## src/verilog/crank_cond_pkg.sv

```systemverilog
// Purpose: Shared constants and types for the crank sensor conditioner register bank.
// Assumes: Register frames arrive already decoded from the serial port.
// Notes:   Offset B is shared by configuration and status, offset D by configuration and control; offset C is configuration only.

package crank_cond_pkg;

  // ==========================================================================
  // Register spaces and offsets
  // ==========================================================================
  typedef enum logic [2:0] {
    SPACE_CONFIG  = 3'b001,
    SPACE_CONTROL = 3'b010,
    SPACE_STATUS  = 3'b100
  } reg_space_t;

  localparam logic [3:0] ADDR_RUN_STATUS = 4'hB;
  localparam logic [3:0] ADDR_AUTO       = 4'hC;
  localparam logic [3:0] ADDR_MISC_CRANK = 4'hD;

  // ==========================================================================
  // Reset values
  // ==========================================================================
  localparam logic [7:0] RUN_RESET    = 8'h53;
  localparam logic [7:0] AUTO_RESET   = 8'h21;
  localparam logic [7:0] MISC_RESET   = 8'h00;
  localparam logic [7:0] CRANK_RESET  = 8'h00;
  localparam logic [7:0] STATUS_RESET = 8'h00;
  localparam logic [3:0] PEAK_RESET   = 4'h0;

  // ==========================================================================
  // Field positions
  // ==========================================================================
  localparam int THR_MSB        = 7;
  localparam int THR_LSB        = 4;
  localparam int BLANK_MSB      = 3;
  localparam int BLANK_LSB      = 0;
  localparam int MANT_MSB       = 7;
  localparam int MANT_LSB       = 5;
  localparam int EXP_MSB        = 3;
  localparam int EXP_LSB        = 0;
  localparam int MISC_AUTO      = 7;
  localparam int MISC_DISABLE   = 6;
  localparam int MISC_LOWPULSE  = 4;
  localparam int MISC_DEGLITCH  = 3;
  localparam int MISC_SINGLE    = 2;
  localparam int MISC_SWAP      = 1;
  localparam int MISC_REFDIS    = 0;
  localparam int STAT_PEAK_MSB  = 7;
  localparam int STAT_PEAK_LSB  = 4;
  localparam int STAT_CLAMP_POS = 2;
  localparam int STAT_CLAMP_NEG = 1;
  localparam int STAT_OVERTEMP  = 0;

  // ==========================================================================
  // Automatic threshold decay
  // ==========================================================================
  localparam logic [3:0] THRESH_MAX  = 4'hF;
  localparam logic [4:0] MANT_BIAS   = 5'h10;
  localparam int         DECAY_CNT_W = 20;

endpackage

```

## src/verilog/threshold_decay.sv

```systemverilog
// Purpose: Automatic comparator threshold decay after each zero crossing.
// Assumes: zero_cross is a one-cycle pulse synchronous to clk_sys.
// Notes:   One threshold code step per interval of (16 + mantissa) << exponent cycles.

`timescale 1ns/10ps

module threshold_decay (
  input  wire logic       clk_sys,
  input  wire logic       rst,
  input  wire logic       auto_active,
  input  wire logic       zero_cross,
  input  wire logic [3:0] target,
  input  wire logic [2:0] mantissa,
  input  wire logic [3:0] exponent,
  output logic      [3:0] threshold
);

  // ==========================================================================
  // State and interval
  // ==========================================================================
  typedef enum logic [1:0] {
    DECAY_IDLE = 2'b01,
    DECAY_RUN  = 2'b10
  } decay_state_t;

  decay_state_t                                state;
  logic         [crank_cond_pkg::DECAY_CNT_W-1:0] count;
  logic         [crank_cond_pkg::DECAY_CNT_W-1:0] interval;

  // The interval follows register writes at once, so a retune takes hold mid-decay.
  assign interval = DECAY_CNT_W_SHIFT({2'b00, mantissa}, exponent);  // see RULE3

  function automatic logic [crank_cond_pkg::DECAY_CNT_W-1:0] DECAY_CNT_W_SHIFT(
    input logic [4:0] mant,
    input logic [3:0] expo
  );
    logic [crank_cond_pkg::DECAY_CNT_W-1:0] base;
    base = {15'h0000, mant + crank_cond_pkg::MANT_BIAS};
    return base << expo;
  endfunction

  // ==========================================================================
  // Decay sequence
  // ==========================================================================
  always_ff @(posedge clk_sys or posedge rst) begin
    if (rst) begin
      state     <= DECAY_IDLE;
      count     <= '0;
      threshold <= 4'h0;
    end else if (!auto_active) begin
      state     <= DECAY_IDLE;
      count     <= '0;
      threshold <= target;
    end else if (zero_cross) begin
      state     <= DECAY_RUN;  // see RULE17
      count     <= '0;
      threshold <= crank_cond_pkg::THRESH_MAX;
    end else begin
      unique case (state)
        DECAY_IDLE: begin
          threshold <= target;
        end
        DECAY_RUN: begin
          if (threshold <= target) begin
            state     <= DECAY_IDLE;
            threshold <= target;
          end else if (count == interval - 1'b1) begin
            count     <= '0;
            threshold <= threshold - 4'h1;  // see RULE17
          end else begin
            count <= count + 1'b1;
          end
        end
      endcase
    end
  end

endmodule

```

## src/verilog/crank_sensor_conditioner_regs.sv

```systemverilog
// Purpose: Register bank for the crank sensor conditioner and the K-line relay.
// Assumes: Frames are checked elsewhere; frame_valid marks one accepted 16-bit frame.
// Notes:   Analog parts sit outside; this block only steers and reports them.
//
// Contract
// RULE1: Running register holds threshold in bits 7-4, blanking in bits 3-0.
// RULE2: Cranking register holds threshold 7-4, blanking 3-0, resets to zero.
// RULE3: Automatic register holds mantissa 7-5 and exponent 3-0 for decay timing.
// RULE4: Misc bit 7 picks manual (0, default) or automatic cranking threshold.
// RULE5: Misc bit 6 set disables the conditioner; clear keeps it enabled.
// RULE6: Misc bit 4 picks high-pulse (0) or low-pulse (1) timing.
// RULE7: Misc bit 3 set enables the extra edge deglitch filter.
// RULE8: Misc bit 2 picks differential (0) or single-ended (1) input.
// RULE9: Misc bit 1 set swaps positive and negative sensor inputs.
// RULE10: Misc bit 0 set disconnects the internal common-mode reference.
// RULE11: Status bits 7-4 report the latest positive peak magnitude code.
// RULE12: Status bit 2 reads 1 once the positive clamp is reached.
// RULE13: Status bit 1 reads 1 once the negative clamp is reached.
// RULE14: Status bit 0 flags a K-line overtemperature fault.
// RULE15: Host transmit drives the K-line; K-line level returns to the host.
// RULE16: Peak keeps last value; zero only after reset or serial reset.
// RULE17: Automatic mode forces maximum threshold at zero crossing, then decays.
// RULE18: Host only clears status bits unless self-test write is enabled.
// RULE19: Register updates happen only on a complete accepted frame.

`timescale 1ns/10ps

module crank_sensor_conditioner_regs (
  input  wire logic                       clk_sys,
  input  wire logic                       rst,
  input  wire logic                       frame_valid,
  input  wire logic                       frame_write,
  input  wire crank_cond_pkg::reg_space_t frame_space,
  input  wire logic [3:0]                 frame_addr,
  input  wire logic [7:0]                 frame_wdata,
  output logic      [7:0]                 frame_rdata,
  output logic                            frame_error,
  input  wire logic                       serial_reset_cmd,
  input  wire logic                       self_test_write_enable,
  input  wire logic                       engine_cranking,
  input  wire logic                       zero_cross,
  input  wire logic                       peak_valid,
  input  wire logic [3:0]                 peak_code,
  input  wire logic                       clamp_pos_hit,
  input  wire logic                       clamp_neg_hit,
  input  wire logic                       kline_overtemp,
  input  wire logic                       kline_tx_from_host,
  input  wire logic                       kline_in,
  output logic                            kline_out,
  output logic                            kline_oe_n,
  output logic                            kline_rx_to_host,
  output logic      [3:0]                 thresh_sel,
  output logic      [3:0]                 blank_sel,
  output logic                            conditioner_enable,
  output logic                            pulse_low_select,
  output logic                            deglitch_enable,
  output logic                            single_ended_select,
  output logic                            inputs_swapped,
  output logic                            common_ref_disconnect
);

  // ==========================================================================
  // Storage and decode
  // ==========================================================================
  logic [7:0] running;
  logic [7:0] auto_par;
  logic [7:0] misc;
  logic [7:0] cranking;
  logic [3:0] peak;
  logic       clamp_pos;
  logic       clamp_neg;
  logic       overtemp;
  logic [3:0] decay_thr;
  logic       wr_run;
  logic       wr_auto;
  logic       wr_misc;
  logic       wr_crank;
  logic       wr_status;
  logic [7:0] status_word;

  function automatic logic hit(
    input crank_cond_pkg::reg_space_t space,
    input logic [3:0]                 addr,
    input crank_cond_pkg::reg_space_t want_space,
    input logic [3:0]                 want_addr
  );
    return (space == want_space) && (addr == want_addr);
  endfunction

  // Writes only count for a frame that was accepted whole.
  assign wr_run    = frame_valid && frame_write &&
                     hit(frame_space, frame_addr, crank_cond_pkg::SPACE_CONFIG,
                         crank_cond_pkg::ADDR_RUN_STATUS);  // see RULE19
  assign wr_auto   = frame_valid && frame_write &&
                     hit(frame_space, frame_addr, crank_cond_pkg::SPACE_CONFIG,
                         crank_cond_pkg::ADDR_AUTO);
  assign wr_misc   = frame_valid && frame_write &&
                     hit(frame_space, frame_addr, crank_cond_pkg::SPACE_CONFIG,
                         crank_cond_pkg::ADDR_MISC_CRANK);
  assign wr_crank  = frame_valid && frame_write &&
                     hit(frame_space, frame_addr, crank_cond_pkg::SPACE_CONTROL,
                         crank_cond_pkg::ADDR_MISC_CRANK);
  assign wr_status = frame_valid && frame_write &&
                     hit(frame_space, frame_addr, crank_cond_pkg::SPACE_STATUS,
                         crank_cond_pkg::ADDR_RUN_STATUS);

  assign status_word = {peak, 1'b0, clamp_pos, clamp_neg, overtemp};

  // ==========================================================================
  // Configuration and control registers
  // ==========================================================================
  always_ff @(posedge clk_sys or posedge rst) begin
    if (rst) begin
      running  <= crank_cond_pkg::RUN_RESET;
      auto_par <= crank_cond_pkg::AUTO_RESET;
      misc     <= crank_cond_pkg::MISC_RESET;
      cranking <= crank_cond_pkg::CRANK_RESET;  // see RULE2
    end else begin
      if (wr_run) begin
        running <= frame_wdata;  // see RULE1
      end
      if (wr_auto) begin
        auto_par <= frame_wdata & 8'hEF;  // see RULE3
      end
      if (wr_misc) begin
        misc <= frame_wdata & 8'hDF;
      end
      if (wr_crank) begin
        cranking <= frame_wdata;  // see RULE2
      end
    end
  end

  // ==========================================================================
  // Status register
  // ==========================================================================
  // While self-test writes are open the flags hold what software wrote and ignore events.
  always_ff @(posedge clk_sys or posedge rst) begin
    if (rst) begin
      clamp_pos <= 1'b0;
      clamp_neg <= 1'b0;
      overtemp  <= 1'b0;
    end else if (self_test_write_enable) begin
      if (wr_status) begin
        clamp_pos <= frame_wdata[crank_cond_pkg::STAT_CLAMP_POS];  // see RULE18
        clamp_neg <= frame_wdata[crank_cond_pkg::STAT_CLAMP_NEG];
        overtemp  <= frame_wdata[crank_cond_pkg::STAT_OVERTEMP];
      end
    end else begin
      // A new event in the clearing cycle wins over the clear.
      clamp_pos <= (clamp_pos && !(wr_status &&
                    !frame_wdata[crank_cond_pkg::STAT_CLAMP_POS])) ||
                   clamp_pos_hit;  // see RULE12
      clamp_neg <= (clamp_neg && !(wr_status &&
                    !frame_wdata[crank_cond_pkg::STAT_CLAMP_NEG])) ||
                   clamp_neg_hit;  // see RULE13
      overtemp  <= (overtemp && !(wr_status &&
                    !frame_wdata[crank_cond_pkg::STAT_OVERTEMP])) ||
                   kline_overtemp;  // see RULE14
    end
  end

  always_ff @(posedge clk_sys or posedge rst) begin
    if (rst) begin
      peak <= crank_cond_pkg::PEAK_RESET;
    end else if (serial_reset_cmd) begin
      peak <= crank_cond_pkg::PEAK_RESET;  // see RULE16
    end else if (self_test_write_enable) begin
      if (wr_status) begin
        peak <= frame_wdata[crank_cond_pkg::STAT_PEAK_MSB:crank_cond_pkg::STAT_PEAK_LSB];
      end
    end else if (peak_valid) begin
      peak <= peak_code;  // see RULE11
    end
  end

  // ==========================================================================
  // Read answer
  // ==========================================================================
  always_ff @(posedge clk_sys or posedge rst) begin
    if (rst) begin
      frame_rdata <= 8'h00;
      frame_error <= 1'b0;
    end else begin
      frame_error <= 1'b0;
      if (frame_valid) begin
        unique case (1'b1)
          hit(frame_space, frame_addr, crank_cond_pkg::SPACE_CONFIG,
              crank_cond_pkg::ADDR_RUN_STATUS): frame_rdata <= running;
          hit(frame_space, frame_addr, crank_cond_pkg::SPACE_CONFIG,
              crank_cond_pkg::ADDR_AUTO): frame_rdata <= auto_par;
          hit(frame_space, frame_addr, crank_cond_pkg::SPACE_CONFIG,
              crank_cond_pkg::ADDR_MISC_CRANK): frame_rdata <= misc;
          hit(frame_space, frame_addr, crank_cond_pkg::SPACE_CONTROL,
              crank_cond_pkg::ADDR_MISC_CRANK): frame_rdata <= cranking;
          hit(frame_space, frame_addr, crank_cond_pkg::SPACE_STATUS,
              crank_cond_pkg::ADDR_RUN_STATUS): frame_rdata <= status_word;
          default: begin
            frame_rdata <= 8'h00;
            frame_error <= 1'b1;
          end
        endcase
      end
    end
  end

  // ==========================================================================
  // Threshold selection and conditioner controls
  // ==========================================================================
  threshold_decay u_decay (
    .clk_sys     (clk_sys),
    .rst         (rst),
    .auto_active (misc[crank_cond_pkg::MISC_AUTO]),  // see RULE4
    .zero_cross  (zero_cross),
    .target      (cranking[crank_cond_pkg::THR_MSB:crank_cond_pkg::THR_LSB]),
    .mantissa    (auto_par[crank_cond_pkg::MANT_MSB:crank_cond_pkg::MANT_LSB]),
    .exponent    (auto_par[crank_cond_pkg::EXP_MSB:crank_cond_pkg::EXP_LSB]),
    .threshold   (decay_thr)
  );

  always_ff @(posedge clk_sys or posedge rst) begin
    if (rst) begin
      thresh_sel <= crank_cond_pkg::RUN_RESET[crank_cond_pkg::THR_MSB:crank_cond_pkg::THR_LSB];
      blank_sel  <= crank_cond_pkg::RUN_RESET[crank_cond_pkg::BLANK_MSB:crank_cond_pkg::BLANK_LSB];
    end else if (engine_cranking) begin
      thresh_sel <= decay_thr;  // see RULE4
      blank_sel  <= cranking[crank_cond_pkg::BLANK_MSB:crank_cond_pkg::BLANK_LSB];
    end else begin
      thresh_sel <= running[crank_cond_pkg::THR_MSB:crank_cond_pkg::THR_LSB];  // see RULE1
      blank_sel  <= running[crank_cond_pkg::BLANK_MSB:crank_cond_pkg::BLANK_LSB];
    end
  end

  always_ff @(posedge clk_sys or posedge rst) begin
    if (rst) begin
      conditioner_enable    <= 1'b1;
      pulse_low_select      <= 1'b0;
      deglitch_enable       <= 1'b0;
      single_ended_select   <= 1'b0;
      inputs_swapped        <= 1'b0;
      common_ref_disconnect <= 1'b0;
    end else begin
      conditioner_enable    <= !misc[crank_cond_pkg::MISC_DISABLE];  // see RULE5
      pulse_low_select      <= misc[crank_cond_pkg::MISC_LOWPULSE];  // see RULE6
      deglitch_enable       <= misc[crank_cond_pkg::MISC_DEGLITCH];  // see RULE7
      single_ended_select   <= misc[crank_cond_pkg::MISC_SINGLE];    // see RULE8
      inputs_swapped        <= misc[crank_cond_pkg::MISC_SWAP];      // see RULE9
      common_ref_disconnect <= misc[crank_cond_pkg::MISC_REFDIS];    // see RULE10
    end
  end

  // ==========================================================================
  // K-line relay
  // ==========================================================================
  // The line is pulled up outside, so only a low is ever driven.
  always_ff @(posedge clk_sys or posedge rst) begin
    if (rst) begin
      kline_out        <= 1'b0;
      kline_oe_n       <= 1'b1;
      kline_rx_to_host <= 1'b1;
    end else begin
      kline_out        <= 1'b0;
      kline_oe_n       <= kline_tx_from_host;  // see RULE15
      kline_rx_to_host <= kline_in;            // see RULE15
    end
  end
endmodule

```

## config.mk

```make
export PLATFORM = sky130hd
export DESIGN_NAME = crank_sensor_conditioner_regs
export DESIGN_NICKNAME = d
export VERILOG_FILES = /design/src/verilog/crank_cond_pkg.sv /design/src/verilog/threshold_decay.sv /design/src/verilog/crank_sensor_conditioner_regs.sv
export SDC_FILE = /design/constraint.sdc
export NUM_CORES = 1
export LEC_CHECK = 0
export ABC_CLOCK_PERIOD_IN_PS = 4450
export BUFFER_PORTS_ARGS = -buffer_cell sky130_fd_sc_hd__buf_2
export CORE_MARGIN = 3
export CORE_UTILIZATION = 60
export DETAILED_ROUTE_END_ITERATION = 16
export GPL_ROUTABILITY_DRIVEN = 0
export MAX_ROUTING_LAYER = met4
export PLACE_DENSITY = 0.85
export SYNTH_ARGS = -nofsm -noshare
export SYNTH_HDL_FRONTEND = slang
export SYNTH_SLANG_ARGS = --single-unit
export TNS_END_PERCENT = 20
```

## constraint.sdc

```tcl
create_clock -name clk_sys -period 4.45 [get_ports clk_sys]
set_input_delay 0.2225 -clock clk_sys [delete_from_list [all_inputs] [get_ports clk_sys]]
set_output_delay 0.2225 -clock clk_sys [all_outputs]
set_load 0.1 [all_outputs]
```

# Word level (Yosys, flattened, before mapping)
# Index checks and enable logic that the tools add are counted.
# Widths: inputs -> output; s select.
[totals]
regBits = 88
inputBits = 33
word_cells = 105
[classes]
add_sub_neg = 4
n_lt_le_gt_ge = 1
n_eq_ne = 15
shift = 1
mux = 29
reduce_logical = 32
[ops]
columns = ["op", "count"]
rows = [
  ["$mux 20", 5],
  ["$mux 4", 10],
  ["$pmux 8 s5", 1],
  ["$add 20x1->20 const B", 1],
  ["$eq 20x20->1", 1],
  ["$shl 5x4->20", 1],
  ["$sub 20x1->20 const B", 1],
  ["$logic_and 1x1->1", 17],
  ["$eq 4x4->1 const B", 3],
  ["$ne 3x2->1 const B", 3],
  ["$mux 1", 8],
  ["$mux 2", 4],
  ["$pmux 4 s2", 1],
  ["$logic_not 1->1", 7],
  ["$reduce_and 2->1", 3],
  ["$add 3x5->5 const B", 1],
  ["$ne 5x3->1 const B", 1],
  ["$reduce_or 5->1", 1],
  ["$le 4x4->1", 1],
  ["$sub 4x1->4 const B", 1],
  ["$eq 3x1->1 const B", 1],
  ["$eq 3x2->1 const B", 1],
  ["$eq 3x3->1 const B", 1],
  ["$logic_or 1x1->1", 3],
  ["5 further kinds", 5],
]

# Longest topological paths before layout
[depth]
ltp_word = 9
mapped_depth = 17
mapped_depth_nobuf = 13

# By module
# From an unflattened synthesis, not the netlist that was laid out.
[hier_totals]
cells_unflattened = 664
hier_area_um2 = 6202.2
[by_module_without_submodules]
columns = ["module", "n_inst", "cells_each", "area_each_um2", "seq_area_each_um2"]
rows = [
  ["threshold_decay", 1, 448, 3415.8, 651.9],
  ["crank_sensor_conditioner_regs", 1, 216, 2786.4, 1567.8],
]

# Worst setup path after synthesis
# OpenSTA, ideal clock, no wires.
[synth_path]
path_type = "flip-flop to flip-flop"
start = "reg auto_par[1]"
end = "reg u_decay.threshold[2]"
setup_ns = 0.126
arrival_time_ns = 3.677
required_time_ns = 4.324
setup_slack_ns = 0.647
path_stages_with_launch = 17
synth_period_minus_slack_ns = 3.803
cell_sequence = "dfrtp_1 > buf_4 > buf_6 > buf_4 > buf_4 > or3_1 > ha_1 > xnor2_1 > and2_1 > o21ai_0 > a31oi_1 > or2_2 > nor4bb_1 > nand4_1 > a2111o_1 > buf_4 > a311o_1"
[synth_via]
elab_chain_len = 4
[synth_rtl]
columns = ["element", "line_no", "source"]
rows = [
  ["start, declared", "crank_sensor_conditioner_regs.sv:66", "logic [7:0] auto_par;"],
  ["start signal, assigned", "crank_sensor_conditioner_regs.sv:115", "auto_par <= crank_cond_pkg::AUTO_RESET;"],
  ["start signal, assigned", "crank_sensor_conditioner_regs.sv:123", "auto_par <= frame_wdata & 8'hEF;"],
  ["$shl 5x4->20", "threshold_decay.sv:39", "return base << expo;"],
  ["$sub 20x1->20", "threshold_decay.sv:67", "end else if (count == interval - 1'b1) begin"],
  ["$eq 20x20->1", "threshold_decay.sv:67", ""],
  ["$ne 5x3->1 (no source line)", "--", ""],
  ["end signal, assigned", "threshold_decay.sv:53", "threshold <= target;"],
  ["end signal, assigned", "threshold_decay.sv:66", "threshold <= target;"],
  ["end signal, assigned", "threshold_decay.sv:69", "threshold <= threshold - 4'h1;"],
  ["end, declared", "threshold_decay.sv:15", "output logic [3:0] threshold"],
]
# Every way passes these cells.
# A chain may end at the register's enable or synchronous reset.

# Final worst setup path
[layout_path]
start = "reg auto_par[0]"
end = "reg u_decay.count[10] (netlist bit)"
[layout_via]
elab_chain_len = 8
[layout_rtl]
columns = ["element", "line_no", "source"]
rows = [
  ["$shl 5x4->20", "threshold_decay.sv:39", ""],
  ["$sub 20x1->20", "threshold_decay.sv:67", ""],
  ["$eq 20x20->1", "threshold_decay.sv:67", ""],
  ["$mux 20", "threshold_decay.sv:67", ""],
  ["$mux 20", "threshold_decay.sv:64", "if (threshold <= target) begin"],
  ["$mux 20", "threshold_decay.sv:59", "unique case (state)"],
  ["$mux 20", "threshold_decay.sv:54", "end else if (zero_cross) begin"],
  ["$mux 20", "threshold_decay.sv:50", "end else if (!auto_active) begin"],
  ["end signal, assigned", "threshold_decay.sv:71", "count <= count + 1'b1;"],
  ["end, declared", "threshold_decay.sv:27", "logic [crank_cond_pkg::DECAY_CNT_W-1:0] count;"],
]
# Every way passes these cells. The select of a mux whose other input is x is not followed.

==> load_flow_metrics.sql <==
INSERT INTO impl_metrics (metric_group, metric, value, unit) VALUES
('clock_tree', 'cts-buffers-inserted', '9', ''),
('die', 'die-height', '104', 'µm'),
('power', 'comb_power_share', '24.7', '%'),
('detailed_routing', 'drt_iter0_markers', '406', ''),
('logic_synthesis', 'post-synth-top-area-cell', 'dfrtp_1', ''),
('logic_synthesis', 'post_synth.cell_area_avg', '9.13', 'µm²'),
('clock_tree', 'clock_tree_buffer_depth', '2', ''),
('cells_and_area', 'most_common_cell_after_layout_fill_and_taps_aside', 'dfrtp_1', ''),
('logic_synthesis', 'synth.ff_latch_count', '88', ''),
('logic_synthesis', 'synth_enable_flop_cells', '0', ''),
('min_path', 'hp-class', 'input port to async pin', ''),
('power', 'design_internal_power', '0.00125', 'W'),
('global_route', 'grt_pass1_vias', '5205', ''),
('sta', 'worst-slew-pin-transition', '1.27', 'ns'),
('critical_path', 'critical-path-top-cell-by-count', 'buf_4', ''),
('logic_synthesis', 'ys.warnings.count', '0', ''),
('sta', 'number_of_failing_hold_endpoints_at_the_final_stage', '13', ''),
('sta', 'setup-violations-final', '0', ''),
('critical_path', 'cpMaxStageDelayCell', 'dfstp_2', ''),
('detailed_routing', 'drt_wl_total', '15300', 'µm'),
('clock_tree', 'tritoncts_num_sinks', '88', ''),
('die', 'initial_core_util', '61.9', '%'),
('die', 'floorplan.die.width', '104', 'µm'),
('global_route', 'maximum_number_of_pins_on_one_net_before_global_route_repair', '48', ''),
('critical_path', 'critical_path.startpoint', 'auto_par[0]$_DFFE_PP1P_', ''),
('job', 'drv_cap', '0', ''),
('clock_tree', 'setup_buffers_after_cts', '0', ''),
('logic_synthesis', 'synth_async_sr_flop_share', '100', '%'),
('cells_and_area', 'final_cell_mix', 'dfrtp_1, buf_2, nand2_1', ''),
('die', 'top_level_ports', '59', ''),
('run_status', 'run_status', 'finished with violations', ''),
('power', 'leakagePower', '2.78', 'nW'),
('die', 'floorplan.rows', '35', ''),
('global_route', 'grt_antenna_before_repair', '0', ''),
('sta', 'period_share', '92.2', '%'),
('run_status', 'violations', 'hold timing', ''),
('detailed_routing', 'route.layer.met1.wl', '6100', 'µm'),
('placed_design', 'buffer_ports.inserted', '57', ''),
('sta', 'grt_setup_unrepaired', 'false', ''),
('sta', 'drv_slew', '0', ''),
('detailed_routing', 'remaining_number_of_nets_flagged_by_the_antenna_check_after_routing', '0', ''),
('logic_synthesis', 'synth-seq-area-share', '38.6', '%'),
('power', 'p_clk_share', '29.3', '%'),
('power', 'power_density', '301', 'nW/µm²'),
('critical_path', 'critical_path.max_fanout', '28', ''),
('cells_and_area', 'antennaDiodeCount', '0', ''),
('critical_path', 'critPathKind', 'register to register', ''),
('detailed_routing', 'number_of_vias_per_cell', '6.65', ''),
('clock_tree', 'postCtsResizedCells', '0', ''),
('logic_synthesis', 'synth.lib_cells_used.distinct', '76', ''),
('detailed_routing', 'met2RoutedLength', '7480', 'µm'),
('power', 'net-switching-power', '0.000652', 'W'),
('global_route', 'grt_use_total', '29.4', '%'),
('sta', 'post-route-min-period', '4.10', 'ns'),
('detailed_routing', 'met3RoutedLength', '1300', 'µm'),
('critical_path', 'cp.arrival', '4.35', 'ns'),
('critical_path', 'crit_chain', 'buf_4, nor3b_2, nand2_1, ha_1, nand2b_1, o31ai_1, or3b_2, mux2i_1, o22ai_1, nand4bb_1, a211o_1, o21ai_4, buf_4, a21oi_1, a21o_1', ''),
('sta', 'whs', '-0.00647', 'ns'),
('sta', 'max_slew_margin', '14.7', '%'),
('logic_synthesis', 'syn-num-nets', '670', ''),
('clock_tree', 'htree_levels', '3', ''),
('logic_synthesis', 'yosysTopAreaCellShare', '32.2', '%'),
('critical_path', 'reg2reg_setup_slack', '0.35', 'ns'),
('critical_path', 'endpoint_kind', 'register', ''),
('clock_tree', 'tritoncts', 'done', ''),
('cells_and_area', 'layout.nets', '713', ''),
('cells_and_area', 'layout-drive-gt1-share', '21.7', '%'),
('power', 'power.switching_fraction', '34.4', '%'),
('critical_path', 'critPathMaxStageDelay', '0.65', 'ns'),
('power', 'share_seq_of_total_power', '46.1', '%'),
('global_route', 'grt_pass1_wl', '25500', 'µm');
==> stage by stage <==
stage          utilization, %  hold WS, ns  instance area, µm²  std cells  worst slack, ns
2_1_floorplan               -        0.227                5750        630            0.647
3_3_place_gp             65.6        0.327                6090        789            0.659
3_5_place_dp             65.6        0.329                6090        789            0.480
4_1_cts                  67.9      0.00952                6300        807            0.466
5_1_grt                  67.9       0.0482                6300        807           0.0606
6_report                 67.9     -0.00647                6300        807            0.345
==> logic make-up after synthesis <==
logic type | after synthesis | share of synthesized area [%]
DFF | 88 | 38.6
other | 1 | 0.0652
buffers and inverters | 59 | 4.87
muxes | 46 | 8.70
AOI/OAI and AO/OA | 169 | 20.9
adders and majority gates | 7 | 1.52
xor gates and xnor gates | 19 | 3.13
and+or+nand+nor | 241 | 22.2
==> cells in the mapped netlist (all sizes together), types with 18 or more instances <==
master,instances
inv,19
o21ai,42
buf,22
a21oi,27
clkbuf,18
dfrtp,74
mux2,32
nand3,21
nand2,56
nor2,41
nand2b,26
nor3,19
==> flip-flops by register name, indices dropped and copies added (netlist names), 2 cells and up <==
register / cells
running: 8
cranking: 8
u_decay.count: 20
blank_sel: 4
u_decay.state: 2
thresh_sel: 4
peak: 4
misc: 7
frame_rdata: 8
auto_par: 7
u_decay.threshold: 4
==> final cells by class <==
type / count / area (µm²) / share of cell area [%]
well taps: 129 / 161 / 2.56
clock buffers: 10 / 128 / 2.03
inverters: 19 / 72.6 / 1.15
clock inverters: 6 / 67.6 / 1.07
flip-flops and latches: 88 / 2220 / 35.2
repair buffers: 72 / 403 / 6.39
multi-input cells: 483 / 3250 / 51.6
==> critical path: cells and delay by family, from the launching register on <==
kind | cells | cell delay, ns
compound gates | 6 | 1.31
mux | 1 | 0.14
buf+inv | 2 | 0.54
flops | 1 | 0.65
fa+ha+maj | 1 | 0.34
simple gates | 5 | 1.01
==> power groups by stage <==
stage                     clock network (W)  logic [W]  registers, W
after global placement                    0   0.000445      0.000884
after global routing               0.000593   0.000503      0.000878
after detailed placement                  0   0.000458      0.000887
final                              0.000555   0.000468      0.000874
after CTS                          0.000560   0.000462      0.000872
after floorplan                           0   0.000261      0.000983
==> final timing paths <==
check	cells past startpoint	to
worst max-delay path	15	u_decay.count[10]$_DFFE_PP0P_
worst min register to register	0	deglitch_enable$_DFF_PP0_
min in group clk_sys	2	peak[3]$_DFFE_PP0P_
worst min-delay path	2	frame_rdata[1]$_DFFE_PP0P_
worst max register to register	15	u_decay.count[10]$_DFFE_PP0P_
max in group asynchronous	3	conditioner_enable$_DFF_PP1_
==> per-layer routing <==
layer	track usage (%)	up-vias
met4	12.2	0
li1	-	2431
met1	37.4	2578
met2	47.7	314
met5	-	-
met3	3.91	42
==> what timing repair did <==
action / CTS / global route
endpoints found under the setup margin: 0 / 0
hold endpoints to repair: 2 / 0
hold buffers: 2 / 0
No activity file was read; power rests on OpenSTA's default activity.
